--- config.mk ---
export PLATFORM = sky130hd
export DESIGN_NAME = buck_voltage_select_regs
export DESIGN_NICKNAME = d
export VERILOG_FILES = /design/src/pkg/buck_pkg.sv /design/src/verilog/buck_voltage_select_regs.sv
export VERILOG_INCLUDE_DIRS = /design/src /design/src/pkg
export SDC_FILE = /design/constraint.sdc
export NUM_CORES = 1
export LEC_CHECK = 0
export BUFFER_PORTS_ARGS = -buffer_cell sky130_fd_sc_hd__buf_2
export CORE_ASPECT_RATIO = 0.75
export CORE_MARGIN = 2
export CORE_UTILIZATION = 40
export CTS_BUF_LIST = sky130_fd_sc_hd__clkbuf_4
export CTS_CLUSTER_DIAMETER = 200
export DETAILED_ROUTE_END_ITERATION = 12
export HOLD_SLACK_MARGIN = 0.03
export MAX_ROUTING_LAYER = met4
export PLACE_DENSITY = 0.74
export SYNTH_ARGS = -nofsm -noshare
export SYNTH_HDL_FRONTEND = slang
export SYNTH_SLANG_ARGS = --single-unit
--- constraint.sdc ---
create_clock -name clk_sys -period 2.1 [get_ports clk_sys]
set_input_delay 0.105 -clock clk_sys [delete_from_list [all_inputs] [get_ports clk_sys]]
set_output_delay 0.105 -clock clk_sys [all_outputs]
set_load 0.01 [all_outputs]
--- src/pkg/buck_cfg.svh ---
// Offsets, field positions, lock codes and timing counts for the buck voltage select registers
// Functional notes
// Ceiling register top two bits choose converter two output span.
// Converter two codes above the ceiling code are replaced by the ceiling.
// Ceiling code other than all-ones or all-zeros locks span and ceiling.
// Reset reloads ceiling and operating registers from programmed defaults.
// Source bit zero: converter three uses its operating register code.
// Source bit one: converter three uses its scaling register code.
// Host keeps source bit zero when strap low so the pin decides.
// Converter three six-bit code is read against its selected span.
// Operating register top bit reads zero; writes to it are dropped.
// While locked, host writes to span and ceiling are ignored.
`ifndef BUCK_CFG_SVH
`define BUCK_CFG_SVH
`define IDX_CEILING 6'h09
`define IDX_OPERATING 6'h0a
`define IDX_STATUS 6'h10
`define ADDR_W 8
`define CODE_W 6
`define SPAN_LSB 6
`define SRC_BIT 6
`define RSVD_BIT 7
`define CODE_ALL_ONES 6'h3f
`define CODE_ALL_ZERO 6'h00
`define ACK_WAIT_CYCLES 1
`endif

--- src/pkg/buck_pkg.sv ---
// Types shared by the buck voltage select register logic
package buck_pkg;
  typedef struct packed {
    logic [1:0] span;
    logic [5:0] code;
  } voltage_point_t;
  typedef struct packed {
    logic locked;
    logic pin_level;
    logic strap_level;
    logic from_scaling;
  } select_status_t;
endpackage : buck_pkg

--- src/verilog/buck_voltage_select_regs.sv ---
// Converter two ceiling and converter three operating point registers on Avalon-MM
//
// Implementation choice: the Avalon-MM register port.
`timescale 1ns/10ps
`include "buck_cfg.svh"
module buck_voltage_select_regs #(
  parameter int CODE_W = `CODE_W
) (
  input wire logic clk_sys,
  input wire logic resetn,
  input wire logic [`ADDR_W-1:0] avs_address,
  input wire logic avs_read,
  input wire logic avs_write,
  input wire logic [31:0] avs_writedata,
  input wire logic [3:0] avs_byteenable,
  output logic [31:0] avs_readdata,
  output logic avs_waitrequest,
  input wire logic [7:0] otp_ceiling_default,
  input wire logic [7:0] otp_operating_default,
  input wire logic [CODE_W-1:0] conv_two_operating_reg,
  input wire logic [CODE_W-1:0] conv_two_scaling_reg,
  input wire logic [CODE_W-1:0] conv_three_scaling_reg,
  input wire logic [1:0] conv_three_span,
  input wire logic setup_strap_b,
  input wire logic conv_three_source_pin,
  output buck_pkg::voltage_point_t conv_two_op_point,
  output buck_pkg::voltage_point_t conv_two_scale_point,
  output buck_pkg::voltage_point_t conv_three_point
);
  import buck_pkg::*;

  logic [7:0] ceiling_reg;
  logic [7:0] ceiling_next;
  logic [7:0] operating_reg;
  logic [7:0] operating_next;
  logic ack_reg;
  logic [31:0] rdata_reg;
  logic pin_s1_reg;
  logic pin_s2_reg;
  logic strap_s1_reg;
  logic strap_s2_reg;
  voltage_point_t two_op_reg;
  voltage_point_t two_scale_reg;
  voltage_point_t three_reg;

  // Bus decode
  wire req = avs_read | avs_write;
  wire accept = req & ack_reg;
  wire [5:0] word_idx = avs_address[`ADDR_W-1:2];
  wire hit_ceiling = word_idx == `IDX_CEILING;
  wire hit_operating = word_idx == `IDX_OPERATING;
  wire hit_status = word_idx == `IDX_STATUS;
  wire lane0 = avs_byteenable[0];
  wire wr_ceiling = accept & avs_write & lane0 & hit_ceiling;
  wire wr_operating = accept & avs_write & lane0 & hit_operating;

  assign avs_waitrequest = req & ~ack_reg;
  assign avs_readdata = rdata_reg;

  // Ceiling field and lock
  wire [CODE_W-1:0] ceiling_code = ceiling_reg[CODE_W-1:0];
  wire [1:0] two_span = ceiling_reg[`SPAN_LSB+1:`SPAN_LSB];
  wire locked = (ceiling_code != `CODE_ALL_ONES) && (ceiling_code != `CODE_ALL_ZERO);

  // Locked register keeps its value; the lock can never be undone by software
  assign ceiling_next = (wr_ceiling && !locked) ? avs_writedata[7:0] : ceiling_reg;
  // Top bit is read-only and always zero
  assign operating_next = wr_operating ? {1'b0, avs_writedata[6:0]} : operating_reg;

  // Converter two clamp
  wire [CODE_W-1:0] two_op_code =
    (conv_two_operating_reg > ceiling_code) ? ceiling_code : conv_two_operating_reg;
  wire [CODE_W-1:0] two_scale_code =
    (conv_two_scaling_reg > ceiling_code) ? ceiling_code : conv_two_scaling_reg;

  // Converter three source choice; strap low hands the choice to the pin
  wire source_bit = operating_reg[`SRC_BIT];
  wire pin_mode = ~strap_s2_reg & pin_s2_reg;
  wire use_scaling = source_bit | pin_mode;
  wire [CODE_W-1:0] three_code = use_scaling ? conv_three_scaling_reg : operating_reg[CODE_W-1:0];

  select_status_t status_word;
  assign status_word = '{locked: locked, pin_level: pin_s2_reg, strap_level: strap_s2_reg,
                         from_scaling: use_scaling};

  wire [31:0] read_mux =
    hit_ceiling ? {24'h000000, ceiling_reg} :
    hit_operating ? {24'h000000, operating_reg} :
    hit_status ? {28'h0000000, status_word} : 32'h00000000;

  always_ff @(posedge clk_sys) begin
    if (!resetn) begin
      ceiling_reg <= otp_ceiling_default;
      operating_reg <= {1'b0, otp_operating_default[6:0]};
    end else begin
      ceiling_reg <= ceiling_next;
      operating_reg <= operating_next;
    end
  end

  // One wait cycle per access; read data prepared while waitrequest is high
  always_ff @(posedge clk_sys) begin
    if (!resetn) begin
      ack_reg <= 1'b0;
      rdata_reg <= 32'h00000000;
    end else begin
      ack_reg <= req & ~ack_reg;
      if (avs_read && !ack_reg) begin
        rdata_reg <= read_mux;
      end
    end
  end

  // Pins arrive from outside the clock domain
  always_ff @(posedge clk_sys) begin
    if (!resetn) begin
      pin_s1_reg <= 1'b0;
      pin_s2_reg <= 1'b0;
      strap_s1_reg <= 1'b1;
      strap_s2_reg <= 1'b1;
    end else begin
      pin_s1_reg <= conv_three_source_pin;
      pin_s2_reg <= pin_s1_reg;
      strap_s1_reg <= setup_strap_b;
      strap_s2_reg <= strap_s1_reg;
    end
  end

  always_ff @(posedge clk_sys) begin
    if (!resetn) begin
      two_op_reg <= '0;
      two_scale_reg <= '0;
      three_reg <= '0;
    end else begin
      two_op_reg <= '{span: two_span, code: two_op_code};
      two_scale_reg <= '{span: two_span, code: two_scale_code};
      three_reg <= '{span: conv_three_span, code: three_code};
    end
  end

  assign conv_two_op_point = two_op_reg;
  assign conv_two_scale_point = two_scale_reg;
  assign conv_three_point = three_reg;
endmodule : buck_voltage_select_regs

---- Word-level counts from Yosys, hierarchy flattened ----
Cells that the tools add are included.
cells by class
  $lt $le $gt $ge ......................... 2
  equality and inequality tests ........... 6
  muxes and demuxes ....................... 10
  bitwise logic cells ..................... 11
  reduce and logical (&&, ||, !) cells .... 6
operator list
  operator            count
  $mux 8              3
  $mux 7              3
  $mux 6              3
  $eq 6x4->1 const B  2
  $gt 6x6->1          2
  $and 1x1->1         7
  $eq 6x5->1 const B  1
  $ne 6x6->1 const B  1
  $reduce_bool 6->1   1
  $mux 4              1
  $ne 2x1->1 const B  2
  $logic_and 1x1->1   3
  $logic_not 1->1     2
  $not 1->1           2
  $or 1x1->1          2
word-level totals
  bits in registers ....................... 74
  input bits .............................. 86
  output and inout bits ................... 57
  word-level logic and storage cells ...... 48

---- Logic depth before layout (Yosys ltp) ----
Gate-level depths: netlist of the first run.
  word-level depth ........................ 8
  gate-level depth with buffers ........... 7
  mapped depth without buffers ............ 7

---- Least setup slack after synthesis of the first run ----
OpenSTA, ideal clock, no wires.
  path type ............................... register to register
  start ................................... register ceiling_reg[5]
  end ..................................... register ceiling_reg[0] (enable)
  data arrival time ....................... 1476 ps
  required time ........................... 1716 ps
  setup slack ............................. 240 ps
  stages on the path, launching flop included .. 4
  buffers on the path ..................... 0
  cells stage by stage .................... edfxtp_1 -> nor4_1 -> a31oi_1 -> o21ai_0
between the ends
  word-level cells in the longest chain between the ends .. 5
  elaborated cells on any way between the ends .. 6
ends and longest elaborated chain
  element                                                           line                            text
  start: declaration                                                buck_voltage_select_regs.sv:32  logic [7:0] ceiling_reg;
  start signal: assignment                                          buck_voltage_select_regs.sv:93  ceiling_reg <= otp_ceiling_default;
  start signal: assignment                                          buck_voltage_select_regs.sv:96  ceiling_reg <= ceiling_next;
  $ne 6x6->1 (no source line) or $reduce_bool 6->1 (tied branches)  n/a
  $logic_and 1x1->1 *                                               buck_voltage_select_regs.sv:63  wire locked = (ceiling_code != `CODE_ALL_ONES) && (ceiling_code != `CODE_ALL_ZERO);
  $logic_not 1->1 *                                                 buck_voltage_select_regs.sv:66  assign ceiling_next = (wr_ceiling && !locked) ? avs_writedata[7:0] : ceiling_reg;
  $logic_and 1x1->1 *                                               buck_voltage_select_regs.sv:66
  $ne 2x1->1 (no source line) *                                     n/a
Every way passes the cells marked *; elsewhere a longest branch is shown, timed or not.
A chain may end at the register's enable or synchronous reset.

---- Worst setup path in the final report of the first run ----
  start ................................... register ceiling_reg[3]
  end ..................................... register two_scale_reg (netlist bit conv_two_scale_point[2])
between the ends
  word-level cells in the longest chain between the ends .. 2
ends and longest elaborated chain
  element                 line                             text
  $gt 6x6->1              buck_voltage_select_regs.sv:74   (conv_two_scaling_reg > ceiling_code) ? ceiling_code : conv_two_scaling_reg;
  $mux 6                  buck_voltage_select_regs.sv:74
  end signal: assignment  buck_voltage_select_regs.sv:136  two_scale_reg <= '{span: two_span, code: two_scale_code};
  end: declaration        buck_voltage_select_regs.sv:43   voltage_point_t two_scale_reg;
Every way passes these cells.

==> results.cfg, run 1 <==
[logic_synthesis]
synth_seq_cells = 50
synth_common_cells = dfxtp_1, nand2_1, o21ai_0
ys_warn_count = 0
netlist.area_leader.share_pct = 27.8
yosysMostFrequentCell = dfxtp_1
synthTopCellsByArea = dfxtp_1, edfxtp_1, buf_4
synthArstFlopShare_pct = 0
postSynthCellCount = 270
avgSynthCellArea_um2 = 9.32
synth-main-ff-cell = dfxtp_1
synthesis.area_mm2 = 0.00252
yosysSeqAreaShare_pct = 45.7
synth-edff-count = 15
synth.distinct_cells = 37
yosysTopAreaCell = dfxtp_1

[detailed_routing]
viasPerCell = 4.72
wirelength_mm = 6.07
top_layer_used = met4
dr.pass1.iters = 4
postRouteAntennaNets = 0
met1_length_mm = 2.88
wl_per_cell_um = 13.0
wl_met3_um = 359
vias = 2204
wl_met2_mm = 2.76
drtIter0Drc = 95
drcViolationCount = 0

[pwr]
internal_power_mw = 1.43
ir_worst_vdd_uv = 254
clkPwrFrac_pct = 22.7
p_comb_share_pct = 22.4
p_leak_nw = 1.63
p_per_area_mw_per_mm2 = 621
pwr-share-seq_pct = 54.8
swShare_pct = 30.0
p_sw_uw = 612

[worst_setup_path]
path_class = reg -> reg
crit_chain = inv_1 -> ha_1 -> nand4_1 -> o21bai_1 -> nand3_1 -> o21a_1 -> mux2i_1
critPathMaxStageDelay_ns = 0.44
cp_top_family = compound AO/OA/AOI/OAI gates
rrSetupSlack_ns = 0.23
crit_required_ns = 2.40
cp_slowest_cell = edfxtp_1
cp_max_fo = 6
worst-path-buf-inv = 1
cp-start-kind = flop
crit_arrival_ns = 2.17
cp-end-kind = flop

[clocking]
cts_root_buf = clkbuf_4
clk_latency_ns = 0.37
clk_pin_slew_ns = 0.15
ctsLongestPathBuffers = 2
ctsHtreeMaxLevel = 2
cts_tree = built
cts_resized = 0
clock_sinks = 50
cts_buffers = 5

[die]
dieWidth_um = 95.6
start_util_pct = 42.3
coreArea_mm2 = 0.00595
die_y_um = 72.7
die_area_mm2 = 0.00695
row_count = 24
io_pins = 143

[sta]
timing.final.crit_period_ns = 1.87
report.final.hold_viol_count = 0
max_clock_freq_mhz = 533
slew_violations = 0
setup_viol_count_final = 0
tns_ns = 0
relSlewSlack_pct = 65.4
post-route-period-util_pct = 89.3
holdWs_ns = 0.0483
tightest_slew_ns = 0.519
rsz0062_at_grt = false
finClkSkew_ns = 0.00793

[placement]
io_buffers = 88
dp_hpwl_mm = 4.65
dpl.cell_count = 430
gp_congestion = 0.830

[global_routing]
grt_pass1_wl_mm = 9.27
grt_use_total_pct = 18.0
grt_pass1_vias = 1978
antenna_found_initial = 0
grt_overflow_total = 0
grt_max_degree = 33

[finish]
post-route-util_pct = 55.2
area_delta_synth_final_pct = 30.5
nNetsFinal = 486
final_cell_count_no_fill = 467
n_antenna_cell = 0
fillers = 551
layout-drive-gt1-share_pct = 27.8

[hold_path]
min_path_type = in -> reg

[run_status]
status = finished, final reports clean

[job]
maxCapViolCount = 0
==> stage by stage <==
stage / power (mW) / worst slack (ns) / area, um2
2_1_floorplan: 1.41 / 0.240 / 2600
5_1_grt: 2.15 / 0.0737 / 3280
6_report: 2.04 / 0.226 / 3280
3_5_place_dp: 1.55 / 0.290 / 2930
3_3_place_gp: 1.54 / 0.317 / 2930
4_1_cts: 2.05 / 0.242 / 3270
==> layout by cell type (no fill, tap or decap), types with 10 or more instances in the layout <==
master / count
buf_2: 88
dfxtp_1: 35
nand2_1: 34
o21ai_0: 30
dlygate4sd3_1: 29
conb_1: 24
inv_1: 23
edfxtp_1: 15
ha_1: 12
nor2b_1: 11
mux2i_1: 10
==> cells by family after synthesis <==
group           count (synthesis)  synth area share, %
other cells                     1                0.149
fa+ha+maj                      12                 5.97
mux                            11                 4.43
buf+inv                        59                 13.8
compound gates                 54                 13.4
flops                          50                 45.7
simple gates                   83                 16.5
==> path summary, 6_finish.rpt <==
path | startpoint | endpoint | cells past startpoint
setup / recovery | ceiling_reg[3] | conv_two_scale_point[2] | 7
hold / removal | avs_writedata[3] | ceiling_reg[3] | 3
setup reg to reg | ceiling_reg[3] | conv_two_scale_point[2] | 7
hold reg to reg | strap_s1_reg | strap_s2_reg | 1
==> what timing repair did <==
| action | 4_1_cts | 5_1_grt |
|---|---|---|
| buffers inserted | 0 | 0 |
| hold buffers | 28 | 1 |
| endpoints found under the hold margin | 27 | 1 |
==> per-layer routing <==
metal  GRT usage [%]  up-vias
met3            2.48        6
met5               -        -
met1            24.5      989
met2            27.8       93
li1                -     1116
met4            5.71        0
==> layout make-up <==
type,count,area [um2],share of cell area [%]
sequential,50,1150,35.0
multi-input combinational,184,1100,33.6
timing repair buffer,124,783,23.8
tap,78,97.6,2.97
inverter,23,86.3,2.63
clock buffer,5,37.5,1.14
clock inverter,3,23.8,0.724
==> power by group through the flow <==
stage / clock [mW] / sequential, mW / combinational (mW)
final: 0.464 / 1.12 / 0.457
after floorplan: 0 / 1.16 / 0.252
after global placement: 0 / 1.14 / 0.402
after CTS: 0.477 / 1.12 / 0.456
after global routing: 0.513 / 1.13 / 0.508
after detailed placement: 0 / 1.14 / 0.413
==> tightest hold or removal path, stage by stage <==
cell and delay, ns:
buf_2 0.08, nand2_1 0.06, o21ai_0 0.07
Note: power is estimated with default switching activity, not from simulation.
==> inputs of run 2 (changes only) <==
==> constraint.sdc (replaced) <==
create_clock -name clk_sys -period 2.1 [get_ports clk_sys]
set_input_delay 0.21 -clock clk_sys [delete_from_list [all_inputs] [get_ports clk_sys]]
set_output_delay 0.21 -clock clk_sys [all_outputs]
set_load 0.01 [all_outputs]
==> run 2 against run 1 <==
Against the previous run:
- first-iteration DRC count increased by 9.5%
- critical path type unchanged
- die area did not move
- combinational power decreased by 8.3%
- utilization decreased by 4.4 points
- cell area fell by 8.0%
==> results.cfg, run 2 (synthesis gave the netlist of run 1 again) <==
[run_status]
status = finished, final reports clean

[sta]
post-route-period-util_pct = 90.9
slew_violations = 0
holdWs_ns = 0.0473
timing.final.crit_period_ns = 1.91
rsz0062_at_grt = false
max_clock_freq_mhz = 524
relSlewSlack_pct = 66.8
tns_ns = 0
tightest_slew_ns = 0.497
report.final.hold_viol_count = 0
finClkSkew_ns = 0.00661
setup_viol_count_final = 0

[detailed_routing]
dr.pass1.iters = 4
viasPerCell = 4.67
postRouteAntennaNets = 0
drcViolationCount = 0
drtIter0Drc = 104
vias = 2049
wirelength_mm = 5.72
wl_per_cell_um = 13.0

[clocking]
postCtsSetupRepairBufs = 0
cts_tree = built
ctsLongestPathBuffers = 2
clock_sinks = 50
ctsHtreeMaxLevel = 2
clk_latency_ns = 0.37
clk_pin_slew_ns = 0.15
cts_buffers = 5
cts_root_buf = clkbuf_4

[placement]
gp_congestion = 0.820
io_buffers = 88
dp_hpwl_mm = 4.59

[hold_path]
min_path_type = in -> reg
worstHoldStart = conv_three_span[0]
whs_path_depth = 2
hold_end = conv_three_point[6]

[finish]
n_antenna_cell = 0
layout-drive-gt1-share_pct = 29.6
multiInputGateArea_mm2 = 0.00110
nNetsFinal = 458
area_delta_synth_final_pct = 20.0
layout_common_cells = buf_2, dfxtp_1, nand2_1, o21ai_0, conb_1
final-seq-area_mm2 = 0.00115
fillers = 573
final_common_cell = buf_2

[worst_setup_path]
cp-start-kind = flop
r2r-end = conv_two_op_point[1]
cp-end-kind = flop
rrSetupSlack_ns = 0.19
r2r_cells = 7
critPathMaxStageDelay_ns = 0.45
cp_top_family = compound AO/OA/AOI/OAI gates
cp_slowest_cell = edfxtp_1
crit_arrival_ns = 2.21
worst-path-buf-inv = 1
r2r_start = ceiling_reg[3]
cp_max_fo = 6
crit_required_ns = 2.40
crit_chain = inv_1 -> ha_1 -> nand4_1 -> o21bai_1 -> nand3_1 -> o21a_1 -> mux2i_1
path_class = reg -> reg

[pwr]
p_leak_nw = 1.52
ir_worst_vdd_uv = 243
p_per_area_mw_per_mm2 = 660

[job]
maxCapViolCount = 0

[die]
row_count = 24
start_util_pct = 42.3
io_pins = 143
die_area_mm2 = 0.00695
die_y_um = 72.7
dieWidth_um = 95.6
coreArea_mm2 = 0.00595

[global_routing]
grt_pass1_wl_mm = 8.49
grt_overflow_total = 0
antenna_found_initial = 0
grt_max_degree = 36
grt_pass1_vias = 1817
grt_use_total_pct = 16.5
==> run 2: changes by cell type in the layout (fill, tap and decap cells not counted) <==
cell           before  now
buf_4               7    5
clkinvlp_4          2    1
dlygate4sd3_1      29    2
buf_12              0    1
clkinv_4            0    1
==> run 2: where the power goes <==
part	internal (mW)	switching [mW]
registers	1.08	0.0385
logic	0.181	0.238
clock network	0.137	0.320
total	1.40	0.597
==> run 2: repair_timing <==
action / 4_1_cts / 5_1_grt
gates resized for setup: 0 / 0
hold buffers: 2 / 0
endpoints found under the hold margin: 2 / 0
==> run 2: through the flow <==
stage	power [mW]	cells	utilization [%]	area (um2)	setup slack [ns]
floorplan	1.41	293	-	2600	0.240
global placement	1.54	429	49.4	2940	0.278
detailed placement	1.56	429	49.4	2940	0.259
CTS	2.02	439	50.8	3020	0.198
global route	2.10	439	50.8	3020	0.0773
finish	1.99	439	50.8	3020	0.192
==> run 2: routing by layer <==
metal  track usage, %  wire length, um  up-vias
li1                 -                -     1050
met1             23.2             2790      900
met2             24.2             2490       88
met3             2.89              371       11
met4             5.71               74        0
met5                -                0        -
==> run 2: worst max-delay path by stage <==
stage                   start                   end  cells after the start
6_report       ceiling_reg[3]  conv_two_op_point[1]                      7
5_1_grt        ceiling_reg[3]  conv_two_op_point[1]                      7
4_1_cts        ceiling_reg[3]  conv_two_op_point[1]                      7
3_5_place_dp   ceiling_reg[3]  conv_two_op_point[1]                      7
3_3_place_gp   ceiling_reg[3]  conv_two_op_point[1]                      7
2_1_floorplan  ceiling_reg[5]        ceiling_reg[0]                      3
==> run 2: layout make-up <==
type	count	area share, %
clock buffers	5	1.24
clock inverters	3	0.828
inverters	23	2.86
multi-input cells	184	36.6
flip-flops and latches	50	38.1
well taps	78	3.23
repair buffers	96	17.1
